--- src/lbp_defs.svh ---
// constants for the led buck protection controller
`ifndef LBP_DEFS_SVH
`define LBP_DEFS_SVH

`define LBP_CLK_MHZ        25
`define LBP_TON_MAX_NS     15000
`define LBP_TON_MIN_NS     1000
`define LBP_LEB_NS         300
`define LBP_TOFF_MAX_NS    50000
`define LBP_TON_MAX_CYC    ((`LBP_TON_MAX_NS * `LBP_CLK_MHZ) / 1000)
`define LBP_TON_MIN_CYC    ((`LBP_TON_MIN_NS * `LBP_CLK_MHZ + 999) / 1000)
`define LBP_LEB_CYC        ((`LBP_LEB_NS * `LBP_CLK_MHZ + 999) / 1000)
`define LBP_TOFF_MAX_CYC   ((`LBP_TOFF_MAX_NS * `LBP_CLK_MHZ) / 1000)
`define LBP_SC_DET_US      10000
`define LBP_NTC_TO_US      1000
`define LBP_SC_DET_CYC     (`LBP_SC_DET_US * `LBP_CLK_MHZ)
`define LBP_NTC_TO_CYC     (`LBP_NTC_TO_US * `LBP_CLK_MHZ)
`define LBP_PH_W           11
`define LBP_SC_W           18
`define LBP_NT_W           18

`define LBP_THERM_LOW      8'h40
`define LBP_THERM_HIGH     8'hBF
`define LBP_PEAK_NOM       8'hFF
`define LBP_PEAK_HALF      8'h80

`define LBP_ADDR_CTRL      4'h0
`define LBP_ADDR_STATUS    4'h4
`define LBP_ADDR_PEAK      4'h8
`define LBP_ADDR_SCCNT     4'hC
`define LBP_CTRL_RESET     1'h1
`define LBP_CTRL_EN_BIT    0

`endif

--- src/lbp_pkg.sv ---
// types shared by the led buck protection controller
package lbp_pkg;
    typedef struct packed {
        logic vcc_above_start;
        logic vcc_below_stop;
        logic vcc_below_rst;
        logic vcc_below_regon;
        logic die_hot;
        logic die_cool;
        logic peak_trip;
        logic valley_ok;
        logic on_time_modulation_input_trip;
        logic ntc_below_act;
        logic ntc_below_deact;
    } lbp_cmp_t;

    typedef enum logic [1:0] {
        SW_IDLE = 2'h0,
        SW_ON   = 2'h1,
        SW_OFF  = 2'h3
    } lbp_sw_t;

    typedef enum logic [1:0] {
        NT_NORMAL = 2'h0,
        NT_TIMING = 2'h1,
        NT_DIMMED = 2'h3,
        NT_LEDHOT = 2'h2
    } lbp_ntc_t;

    typedef struct packed {
        lbp_sw_t sw_state;
        logic    sc_running;
        logic    gate;
        logic    backup_reg;
        logic    dimmed;
        logic    led_hot;
        logic    short_latch;
        logic    die_off;
        logic    run;
    } lbp_status_t;
endpackage : lbp_pkg

--- src/lbp_ctrl.sv ---
// led buck protection and timing controller
`timescale 1ns/1ps
`include "lbp_defs.svh"

module lbp_ctrl
    import lbp_pkg::*;
#(
    parameter int SC_DET_CYC = `LBP_SC_DET_CYC,
    parameter int NTC_TO_CYC = `LBP_NTC_TO_CYC
) (
    // clock and reset
    input  wire logic        MCLK,
    input  wire logic        RST_B,
    // analog comparators and thermistor level code
    input  wire lbp_cmp_t    CMP_IN,
    input  wire logic [7:0]  THERM_CODE,
    // register port
    input  wire logic [3:0]  REG_ADDR,
    input  wire logic [31:0] REG_WDATA,
    input  wire logic        REG_WR,
    input  wire logic        REG_RD,
    output logic      [31:0] REG_RDATA,
    // power stage and supply
    output logic             GATE,
    output logic             BACKUP_REG_EN,
    output logic             HV_START_REQ,
    output logic             LED_HOT_FLAG,
    output logic      [7:0]  PEAK_SET
);
    localparam int NCMP = $bits(lbp_cmp_t);

    function automatic logic [1:0] reg_sel(input logic [3:0] a);
        case (a)
            `LBP_ADDR_CTRL:   reg_sel = 2'h0;
            `LBP_ADDR_STATUS: reg_sel = 2'h1;
            `LBP_ADDR_PEAK:   reg_sel = 2'h2;
            default:          reg_sel = 2'h3;
        endcase
    endfunction : reg_sel

    logic [NCMP-1:0]       sync1_q;
    logic [NCMP-1:0]       sync2_q;
    lbp_cmp_t              c;
    logic                  run_q;
    logic                  die_off_q;
    logic                  short_latch_q;
    logic                  enable_q;
    logic                  tm_early_q;
    lbp_sw_t               sw_q;
    lbp_sw_t               sw_d;
    logic [`LBP_PH_W-1:0]  ph_cnt_q;
    lbp_ntc_t              nt_q;
    logic [`LBP_NT_W-1:0]  nt_cnt_q;
    logic                  sc_run_q;
    logic [`LBP_SC_W-1:0]  sc_cnt_q;
    logic                  inhibit;
    logic                  ton_max_hit;
    logic                  toff_max_hit;
    logic                  on_end;
    logic                  sc_expire;
    logic                  nt_expire;
    logic                  dimmed;
    logic                  led_hot;
    lbp_status_t           status;

    // synchroniser: stage one feeds only stage two
    genvar gi;
    generate
        for (gi = 0; gi < NCMP; gi++) begin : g_sync
            always_ff @(posedge MCLK or negedge RST_B) begin
                if (!RST_B) begin
                    sync1_q[gi] <= 1'b0;
                    sync2_q[gi] <= 1'b0;
                end else begin
                    sync1_q[gi] <= CMP_IN[gi];
                    sync2_q[gi] <= sync1_q[gi];
                end
            end
        end
    endgenerate
    assign c = lbp_cmp_t'(sync2_q);

    assign dimmed  = (nt_q == NT_DIMMED);
    assign led_hot = (nt_q == NT_LEDHOT);
    assign inhibit = !run_q || die_off_q || short_latch_q || led_hot || dimmed
                     || !enable_q;

    // supply lockout with hysteresis
    always_ff @(posedge MCLK or negedge RST_B) begin
        if (!RST_B) begin
            run_q <= 1'b0;
        end else if (c.vcc_below_stop) begin
            run_q <= 1'b0;
        end else if (c.vcc_above_start) begin
            run_q <= 1'b1;
        end
    end

    // die overtemperature
    always_ff @(posedge MCLK or negedge RST_B) begin
        if (!RST_B) begin
            die_off_q <= 1'b0;
        end else if (c.die_hot) begin
            die_off_q <= 1'b1;
        end else if (c.die_cool) begin
            die_off_q <= 1'b0;
        end
    end

    // switching sequence
    assign ton_max_hit  = (sw_q == SW_ON)
                          && (ph_cnt_q == `LBP_PH_W'(`LBP_TON_MAX_CYC - 1));
    assign toff_max_hit = (sw_q == SW_OFF)
                          && (ph_cnt_q == `LBP_PH_W'(`LBP_TOFF_MAX_CYC - 1));
    // a floating pin trips before the minimum, a grounded one never does
    assign on_end = ton_max_hit
        || (c.peak_trip && ph_cnt_q >= `LBP_PH_W'(`LBP_LEB_CYC))
        || (c.on_time_modulation_input_trip && !tm_early_q && ph_cnt_q >= `LBP_PH_W'(`LBP_TON_MIN_CYC));

    // a floating pin stays tripped, so an early trip masks the rest of the phase
    always_ff @(posedge MCLK or negedge RST_B) begin
        if (!RST_B) begin
            tm_early_q <= 1'b0;
        end else if (sw_q != SW_ON) begin
            tm_early_q <= 1'b0;
        end else if (c.on_time_modulation_input_trip && ph_cnt_q < `LBP_PH_W'(`LBP_TON_MIN_CYC)) begin
            tm_early_q <= 1'b1;
        end
    end

    always_comb begin
        sw_d = sw_q;
        case (sw_q)
            SW_IDLE: begin
                sw_d = SW_ON;
            end
            SW_ON: begin
                if (on_end) begin
                    sw_d = SW_OFF;
                end
            end
            SW_OFF: begin
                if (c.valley_ok || toff_max_hit) begin
                    sw_d = SW_ON;
                end
            end
            default: begin
                sw_d = SW_IDLE;
            end
        endcase
        if (inhibit) begin
            sw_d = SW_IDLE;
        end
    end

    always_ff @(posedge MCLK or negedge RST_B) begin
        if (!RST_B) begin
            sw_q     <= SW_IDLE;
            ph_cnt_q <= '0;
            GATE     <= 1'b0;
        end else begin
            sw_q     <= sw_d;
            GATE     <= (sw_d == SW_ON);
            ph_cnt_q <= (sw_d != sw_q) ? '0 : ph_cnt_q + 1'b1;
        end
    end

    // short-circuit detection timer
    assign sc_expire = sc_run_q && (sc_cnt_q == `LBP_SC_W'(SC_DET_CYC - 1));

    always_ff @(posedge MCLK or negedge RST_B) begin
        if (!RST_B) begin
            sc_run_q <= 1'b0;
            sc_cnt_q <= '0;
        end else if (dimmed) begin
            sc_run_q <= sc_run_q;
        end else if (c.vcc_below_stop || ton_max_hit
                     || (sw_q == SW_OFF && c.valley_ok)) begin
            sc_run_q <= 1'b0;
            sc_cnt_q <= '0;
        end else if (sc_expire) begin
            sc_run_q <= 1'b0;
            sc_cnt_q <= '0;
        end else if (sc_run_q) begin
            sc_cnt_q <= sc_cnt_q + 1'b1;
        end else if (toff_max_hit) begin
            sc_run_q <= 1'b1;
            sc_cnt_q <= '0;
        end
    end

    // latched short protection, released only by a deep supply dip
    always_ff @(posedge MCLK or negedge RST_B) begin
        if (!RST_B) begin
            short_latch_q <= 1'b0;
        end else if (c.vcc_below_rst) begin
            short_latch_q <= 1'b0;
        end else if (sc_expire && !dimmed && !c.vcc_below_stop && !ton_max_hit
                     && !(sw_q == SW_OFF && c.valley_ok)) begin
            short_latch_q <= 1'b1;
        end
    end

    // thermistor discrimination
    assign nt_expire = (nt_cnt_q == `LBP_NT_W'(NTC_TO_CYC - 1));

    always_ff @(posedge MCLK or negedge RST_B) begin
        if (!RST_B) begin
            nt_q     <= NT_NORMAL;
            nt_cnt_q <= '0;
        end else begin
            nt_cnt_q <= '0;
            case (nt_q)
                NT_NORMAL: begin
                    if (c.ntc_below_act) begin
                        nt_q <= NT_TIMING;
                    end
                end
                NT_TIMING: begin
                    nt_cnt_q <= nt_cnt_q + 1'b1;
                    if (c.ntc_below_deact) begin
                        nt_q <= NT_DIMMED;
                    end else if (nt_expire) begin
                        nt_q <= NT_LEDHOT;
                    end else if (!c.ntc_below_act) begin
                        nt_q <= NT_NORMAL;
                    end
                end
                NT_DIMMED: begin
                    if (THERM_CODE > `LBP_THERM_LOW) begin
                        nt_q <= NT_NORMAL;
                    end
                end
                NT_LEDHOT: begin
                    if (THERM_CODE > `LBP_THERM_HIGH) begin
                        nt_q <= NT_NORMAL;
                    end
                end
                default: begin
                    nt_q <= NT_NORMAL;
                end
            endcase
        end
    end

    // derating: code span equals half the nominal setting
    always_ff @(posedge MCLK or negedge RST_B) begin
        if (!RST_B) begin
            PEAK_SET <= `LBP_PEAK_HALF;
        end else if (THERM_CODE >= `LBP_THERM_HIGH) begin
            PEAK_SET <= `LBP_PEAK_NOM;
        end else if (THERM_CODE <= `LBP_THERM_LOW) begin
            PEAK_SET <= `LBP_PEAK_HALF;
        end else begin
            PEAK_SET <= `LBP_PEAK_HALF + (THERM_CODE - `LBP_THERM_LOW);
        end
    end

    // supply side outputs; hv restart covers lockout and hot shutdowns
    always_ff @(posedge MCLK or negedge RST_B) begin
        if (!RST_B) begin
            BACKUP_REG_EN <= 1'b0;
            HV_START_REQ  <= 1'b1;
            LED_HOT_FLAG  <= 1'b0;
        end else begin
            BACKUP_REG_EN <= c.vcc_below_regon;
            HV_START_REQ  <= !run_q || die_off_q || led_hot;
            LED_HOT_FLAG  <= led_hot;
        end
    end

    // register port
    always_ff @(posedge MCLK or negedge RST_B) begin
        if (!RST_B) begin
            enable_q <= `LBP_CTRL_RESET;
        end else if (REG_WR && reg_sel(REG_ADDR) == 2'h0
                     && REG_ADDR == `LBP_ADDR_CTRL) begin
            enable_q <= REG_WDATA[`LBP_CTRL_EN_BIT];
        end
    end

    assign status = '{sw_state: sw_q, sc_running: sc_run_q, gate: GATE,
                      backup_reg: BACKUP_REG_EN, dimmed: dimmed, led_hot: led_hot,
                      short_latch: short_latch_q, die_off: die_off_q, run: run_q};

    always_ff @(posedge MCLK or negedge RST_B) begin
        if (!RST_B) begin
            REG_RDATA <= 32'h0;
        end else if (REG_RD) begin
            case (reg_sel(REG_ADDR))
                2'h0:    REG_RDATA <= {31'h0, enable_q};
                2'h1:    REG_RDATA <= {22'h0, status};
                2'h2:    REG_RDATA <= {24'h0, PEAK_SET};
                default: REG_RDATA <= (REG_ADDR == `LBP_ADDR_SCCNT)
                                      ? {14'h0, sc_cnt_q} : 32'h0;
            endcase
        end else begin
            REG_RDATA <= 32'h0;
        end
    end
endmodule : lbp_ctrl

--- config.mk ---
export PLATFORM = sky130hd
export DESIGN_NAME = lbp_ctrl
export DESIGN_NICKNAME = d
export VERILOG_FILES = /design/src/lbp_pkg.sv /design/src/lbp_ctrl.sv
export VERILOG_INCLUDE_DIRS = /design/src
export SDC_FILE = /design/constraint.sdc
export NUM_CORES = 1
export LEC_CHECK = 0
export BUFFER_PORTS_ARGS = -buffer_cell sky130_fd_sc_hd__buf_2
export CORE_MARGIN = 2
export CORE_UTILIZATION = 45
export DETAILED_ROUTE_END_ITERATION = 10
export PLACE_DENSITY = 0.79
export SETUP_SLACK_MARGIN = 0.3
export SYNTH_ARGS = -nofsm -noshare
export SYNTH_HDL_FRONTEND = slang
export SYNTH_SLANG_ARGS = --single-unit
--- constraint.sdc ---
create_clock -name MCLK -period 4.6 [get_ports MCLK]
set_clock_uncertainty 0.15 [all_clocks]
set_input_delay 0.23 -clock MCLK [delete_from_list [all_inputs] [get_ports MCLK]]
set_output_delay 0.23 -clock MCLK [all_outputs]
set_load 0.03 [all_outputs]
Word level (Yosys, flattened, before mapping) --
Cells that the tools add are included.
Cells by class: bitwise gates (word level) 1, multiplexer cells 36, $mul 0, equality and inequality tests 21, order comparisons 7, div/mod/pow operators 0, reductions and logical operators 44, shifts and indexed selects 0, add/sub/neg operators 5
Operator list (count):
- $mux W18 | 6
- $pmux W32 S3 | 1
- $add A18 B1 Y18 const B | 2
- $mux W32 | 1
- $mux W2 | 10
- $eq A18 B15 Y1 const B | 1
- $eq A18 B18 Y1 const B | 1
- $mux W8 | 2
- $logic_and A1 B1 Y1 | 14
- $mux W1 | 12
- $pmux W2 S3 | 2
- $add A11 B1 Y11 const B | 1
- $eq A11 B11 Y1 const B | 1
- $eq A11 B9 Y1 const B | 1
- $ge A11 B4 Y1 const B | 1
- $ge A11 B5 Y1 const B | 1
- $logic_or A1 B1 Y1 | 11
- $lt A11 B5 Y1 const B | 1
- $mux W11 | 1
- $add A8 B8 Y8 const A | 1
- $eq A2 B1 Y1 const B | 4
- $eq A2 B2 Y1 const B | 4
- $eq A4 B4 Y1 const B | 2
- $ge A8 B8 Y1 const B | 1
- other kinds (18) | 32
Storage, ports and cells: ROM bits 0, logic and storage cells 153, input bits 59, memories 0, latch bits 0, register bits after elaboration 123, output and inout port bits 44, bits in writable memories 0

Longest topological paths before layout --
depth after elaboration 9, mapped depth 9, gate-level depth less buffers 8

Worst setup path after synthesis --
No wires, ideal clock.
path type register -> register, start register ph_cnt_q[0], end register sc_cnt_q[13], path slack 2.241 ns, required time 4.381 ns, cell stages (with the launch flop) 10, buffers on the path 1, library setup time 0.069 ns, data arrival time 2.140 ns, clock period less this slack 2.359 ns, cell sequence dfrtp_1 -> inv_1 -> ha_1 -> nand4_1 -> nor4_1 -> a311o_1 -> or3_1 -> buf_2 -> or3_1 -> nand3_1
On the way: word-level cells in the longest chain between the ends 6, elaborated cells on any way between the ends 9, classes of those cells eq/ne: 2; mux: 1; reduce/logical: 6
RTL lines:
- from (decl) | line lbp_ctrl.sv:51 | logic [`LBP_PH_W-1:0] ph_cnt_q;
- from (signal assigned) | line lbp_ctrl.sv:164 | ph_cnt_q <= (sw_d != sw_q) ? '0 : ph_cnt_q + 1'b1;
- $eq A11 B9 Y1 | line lbp_ctrl.sv:112 | && (ph_cnt_q == `LBP_PH_W'(`LBP_TON_MAX_CYC - 1));
- $logic_and A1 B1 Y1 | line lbp_ctrl.sv:111 | assign ton_max_hit = (sw_q == SW_ON)
- $logic_or A1 B1 Y1 | line lbp_ctrl.sv:177 | end else if (c.vcc_below_stop || ton_max_hit
- $logic_or A1 B1 Y1 | line lbp_ctrl.sv:178 | || (sw_q == SW_OFF && c.valley_ok)) begin
- $reduce_bool A4 Y1 (no line)
- $reduce_and A2 Y1 (no line)
- to (signal assigned) | line lbp_ctrl.sv:185 | sc_cnt_q <= sc_cnt_q + 1'b1;
- to (decl) | line lbp_ctrl.sv:55 | logic [`LBP_SC_W-1:0] sc_cnt_q;
Parallel ways exist; a longest one is shown, timed or not. A chain may end at the register's enable or synchronous reset.

Worst setup path in the final report --
start register ph_cnt_q[0], end register sc_cnt_q[10]
Same word-level chain as after synthesis.

==> impl_metrics.env <==
export IMPL_final_hold_viol_count=0
export IMPL_drc=0
export IMPL_yosysSeqAreaShare_pct=56.1
export IMPL_worstPathCellList="inv_1 -> ha_1 -> nand4_1 -> nor4_1 -> a311o_1 -> nor3_2 -> a41oi_1 -> a31oi_1"
export IMPL_max_freq_mhz=327
export IMPL_grt_setup_unrepaired="no"
export IMPL_seq_area_um2=2730
export IMPL_portBuffers=57
export IMPL_place_gp_congestion=0.810
export IMPL_post_route_period_util_pct=66.5
export IMPL_drv_slew=0
export IMPL_worstPathMaxFanout=22
export IMPL_numCtsBuffers=9
export IMPL_dp_cells=632
export IMPL_grt_start_max_net_pins=65
export IMPL_synthArstFlopShare_pct=100
export IMPL_cts_sinks=109
export IMPL_power_density_nw_per_um2=375
export IMPL_holdCritPathClass="in2reg"
export IMPL_setup_tns_ps=0
export IMPL_dr_wl_met3_um=454
export IMPL_clock_latency_ps=370
export IMPL_cts_buffer_depth=2
export IMPL_multi_input_area_um2=1960
export IMPL_coreArea_um2=10400
export IMPL_ios=103
export IMPL_initial_core_util_pct=46.8
export IMPL_post_cts_buffers=0
export IMPL_met1_length_mm=4.13
export IMPL_yosysWarnings=0
export IMPL_fp_dieH_um=108
export IMPL_drtPass1Iterations=4
export IMPL_antenna_found_initial=0
export IMPL_die_area_um2=11700
export IMPL_cp_end_kind="register"
export IMPL_r2r_cells=8
export IMPL_post_route_util_pct=54.0
export IMPL_layout_setup_ws_ps=1540
export IMPL_r2r_end="sc_cnt_q[10]$_DFFE_PN0P_"
export IMPL_yosys_most_used_dff="dfrtp_1"
export IMPL_num_vias=3600
export IMPL_finalSetupViolCount=0
export IMPL_cp_endpoint="sc_cnt_q[10]$_DFFE_PN0P_"
export IMPL_grtUsageTotal_pct=17.9
export IMPL_drt_total_wl_mm=9.77
export IMPL_vdd_drop_max_mv=0.305
export IMPL_arrival_ps=3190
export IMPL_dp_slack_ps=1620
export IMPL_cts_htree_levels=3
export IMPL_synth_top_area_cell="dfrtp_1"
export IMPL_path_class="reg2reg"
export IMPL_viasPerCell=5.38
export IMPL_drt_iter0_markers=137
export IMPL_route_detailed_wl_per_inst_um=14.6
export IMPL_leakage_uw=0.00259
export IMPL_yosys_register_bits=109
export IMPL_synth_avg_cell_area_um2=10.6
export IMPL_syn_area_um2=4870
export IMPL_crit_cells=8
export IMPL_status="finished, final reports clean"
export IMPL_fillers=916
export IMPL_cp_startpoint="ph_cnt_q[0]$_DFF_PN0_"
export IMPL_cap_viol_max_count=0
export IMPL_nNetsFinal=593
export IMPL_stdcell_count=669
export IMPL_path_buf_inv=1
export IMPL_worst_slew_pin_slew_ps=1200
export IMPL_r2r_start="ph_cnt_q[0]$_DFF_PN0_"
export IMPL_n_antenna_cell=0
export IMPL_cp_top_family="simple AND/OR/NAND/NOR gates"
export IMPL_drive_above_1_share_pct=17.1
export IMPL_synthCells=459
export IMPL_required_ps=4730
export IMPL_power_total_uw=2110
export IMPL_met2_length_mm=5.01
export IMPL_syn_to_final_growth_pct=15.4
export IMPL_grt_ovfl_total=0
export IMPL_layout_min_cycle_time_ps=3060
export IMPL_synth_edf_count=0
export IMPL_synth_top_area_share_pct=54.4
export IMPL_ys_types=58
export IMPL_root_buffer="clkbuf_8"
export IMPL_cpPeakStageDelay_ps=1000
export IMPL_synthTopCellsByArea="dfrtp_1, nor2_1, xor2_1"
export IMPL_reg2reg_slack_ps=1540
export IMPL_die_w_um=108
export IMPL_core_rowCount=37
export IMPL_top_layer="met4"
export IMPL_clkTransAtPathRegs_ps=100
export IMPL_post_dp_hpwl_mm=6.62
export IMPL_cp_start_kind="register"
export IMPL_cp_slowest_cell="nor3_2"
export IMPL_first_global_vias=3565
export IMPL_slew_headroom_pct=19.4
export IMPL_cts_tree="done"
export IMPL_final_antenna_net_count=0
export IMPL_grt_pass1_wl_mm=16.4
-- worst reg2reg max path: cells and delay by family, from the launching register on --
kind / cells / cell delay, ps
adders and majority gates: 1 / 210
DFF: 1 / 490
and+or+nand+nor: 3 / 1150
AOI/OAI and AO/OA: 3 / 870
buffers and inverters: 1 / 100
-- synthesized netlist by cell type (6+ instances only) --
library cell and instances:
dfrtp_1 106, nor2_1 53, nand2_1 32, nand3_1 23, a21oi_1 19, buf_4 15, xor2_1 15, a31oi_1 12
and3_1 11, clkbuf_1 11, nor3_1 11, o21ai_0 11, inv_1 10, and2_1 8, mux2_2 8, nor4_1 8
or3_1 8, a22oi_1 7, buf_2 7, ha_1 6, maj3_1 6, nand2b_1 6, nand4_1 6, xnor2_1 6
-- where the power goes --
| group | switching [uW] | leakage, uW | internal (uW) |
|---|---|---|---|
| Clock | 314 | 0.000104 | 310 |
| Sequential | 92.0 | 0.00142 | 1030 |
| Combinational | 226 | 0.00106 | 135 |
-- metrics by stage --
step / area, um^2 / hold slack [ps]
2_1_floorplan: 4920 / -216
3_3_place_gp: 5200 / 182
3_5_place_dp: 5200 / 186
6_report: 5620 / 31.1
4_1_cts: 5620 / 12.8
5_1_grt: 5620 / 3.23
-- cell usage in the layout (no fill, tap or decap), drive strengths merged, types with 10 or more instances in the layout --
cell,synthesis,routed
dfrtp,106,106
a31oi,12,12
o21ai,12,12
buf,23,59
nor4,10,10
a21oi,19,19
inv,10,11
nor3,11,11
and3,11,11
clkbuf,11,11
nand3,23,23
nor2,53,53
conb,2,15
xor2,15,15
nand2,32,32
dlygate4sd3,0,20
-- how the worst min path moves through the flow --
stage,start,endpoint,slack (ps),cells past startpoint
finish,REG_RD,REG_RDATA[0]$_DFF_PN0_,30,2
CTS,REG_RD,REG_RDATA[0]$_DFF_PN0_,10,2
global route,REG_RD,REG_RDATA[0]$_DFF_PN0_,3,2
detailed placement,sync1_q[3]$_DFF_PN0_,c[3]$_DFF_PN0_,190,0
floorplan,RST_B,BACKUP_REG_EN$_DFF_PN0_,-220,0
global placement,c[7]$_DFF_PN0_,BACKUP_REG_EN$_DFF_PN0_,180,0
-- layout make-up --
class | count | share of cell area, %
flip-flops and latches | 109 | 48.6
well taps | 136 | 3.03
inverters | 10 | 0.668
clock inverters | 5 | 1.51
clock buffers | 11 | 2.34
repair buffers | 79 | 8.90
multi-input cells | 319 | 35.0
-- repair_timing --
item                                    4_1_cts  5_1_grt
endpoints found under the setup margin        0        0
resized for setup                             0        0
hold endpoints to repair                     82        0
hold buffers                                 20        0
-- layer usage --
layer	vias up	global-route usage (%)
met1	1766	22.4
met4	0	6.68
li1	1717	-
met3	17	5.30
met5	-	0
met2	100	29.3
-- logic make-up (layout without fill, tap and decap cells) --
logic type	after synthesis	after routing	synth area share (%)
other cells	2	15	0.154
compound gates	73	73	9.91
fa+ha+maj	12	12	2.77
buf+inv	44	105	4.73
simple gates	187	187	19.9
mux	11	11	2.72
xor+xnor	21	21	3.78
flops	109	109	56.1
-- flip-flops by register name, summed over array words and instances (netlist names), 2 cells and up --
register and cells:
REG_RDATA 18, c 11, ph_cnt_q 11, PEAK_SET 8
sc_cnt_q 18, nt_cnt_q 18, sw_q 2, nt_q 2
sync1_q 11
Power figures use the tool's default switching activity.
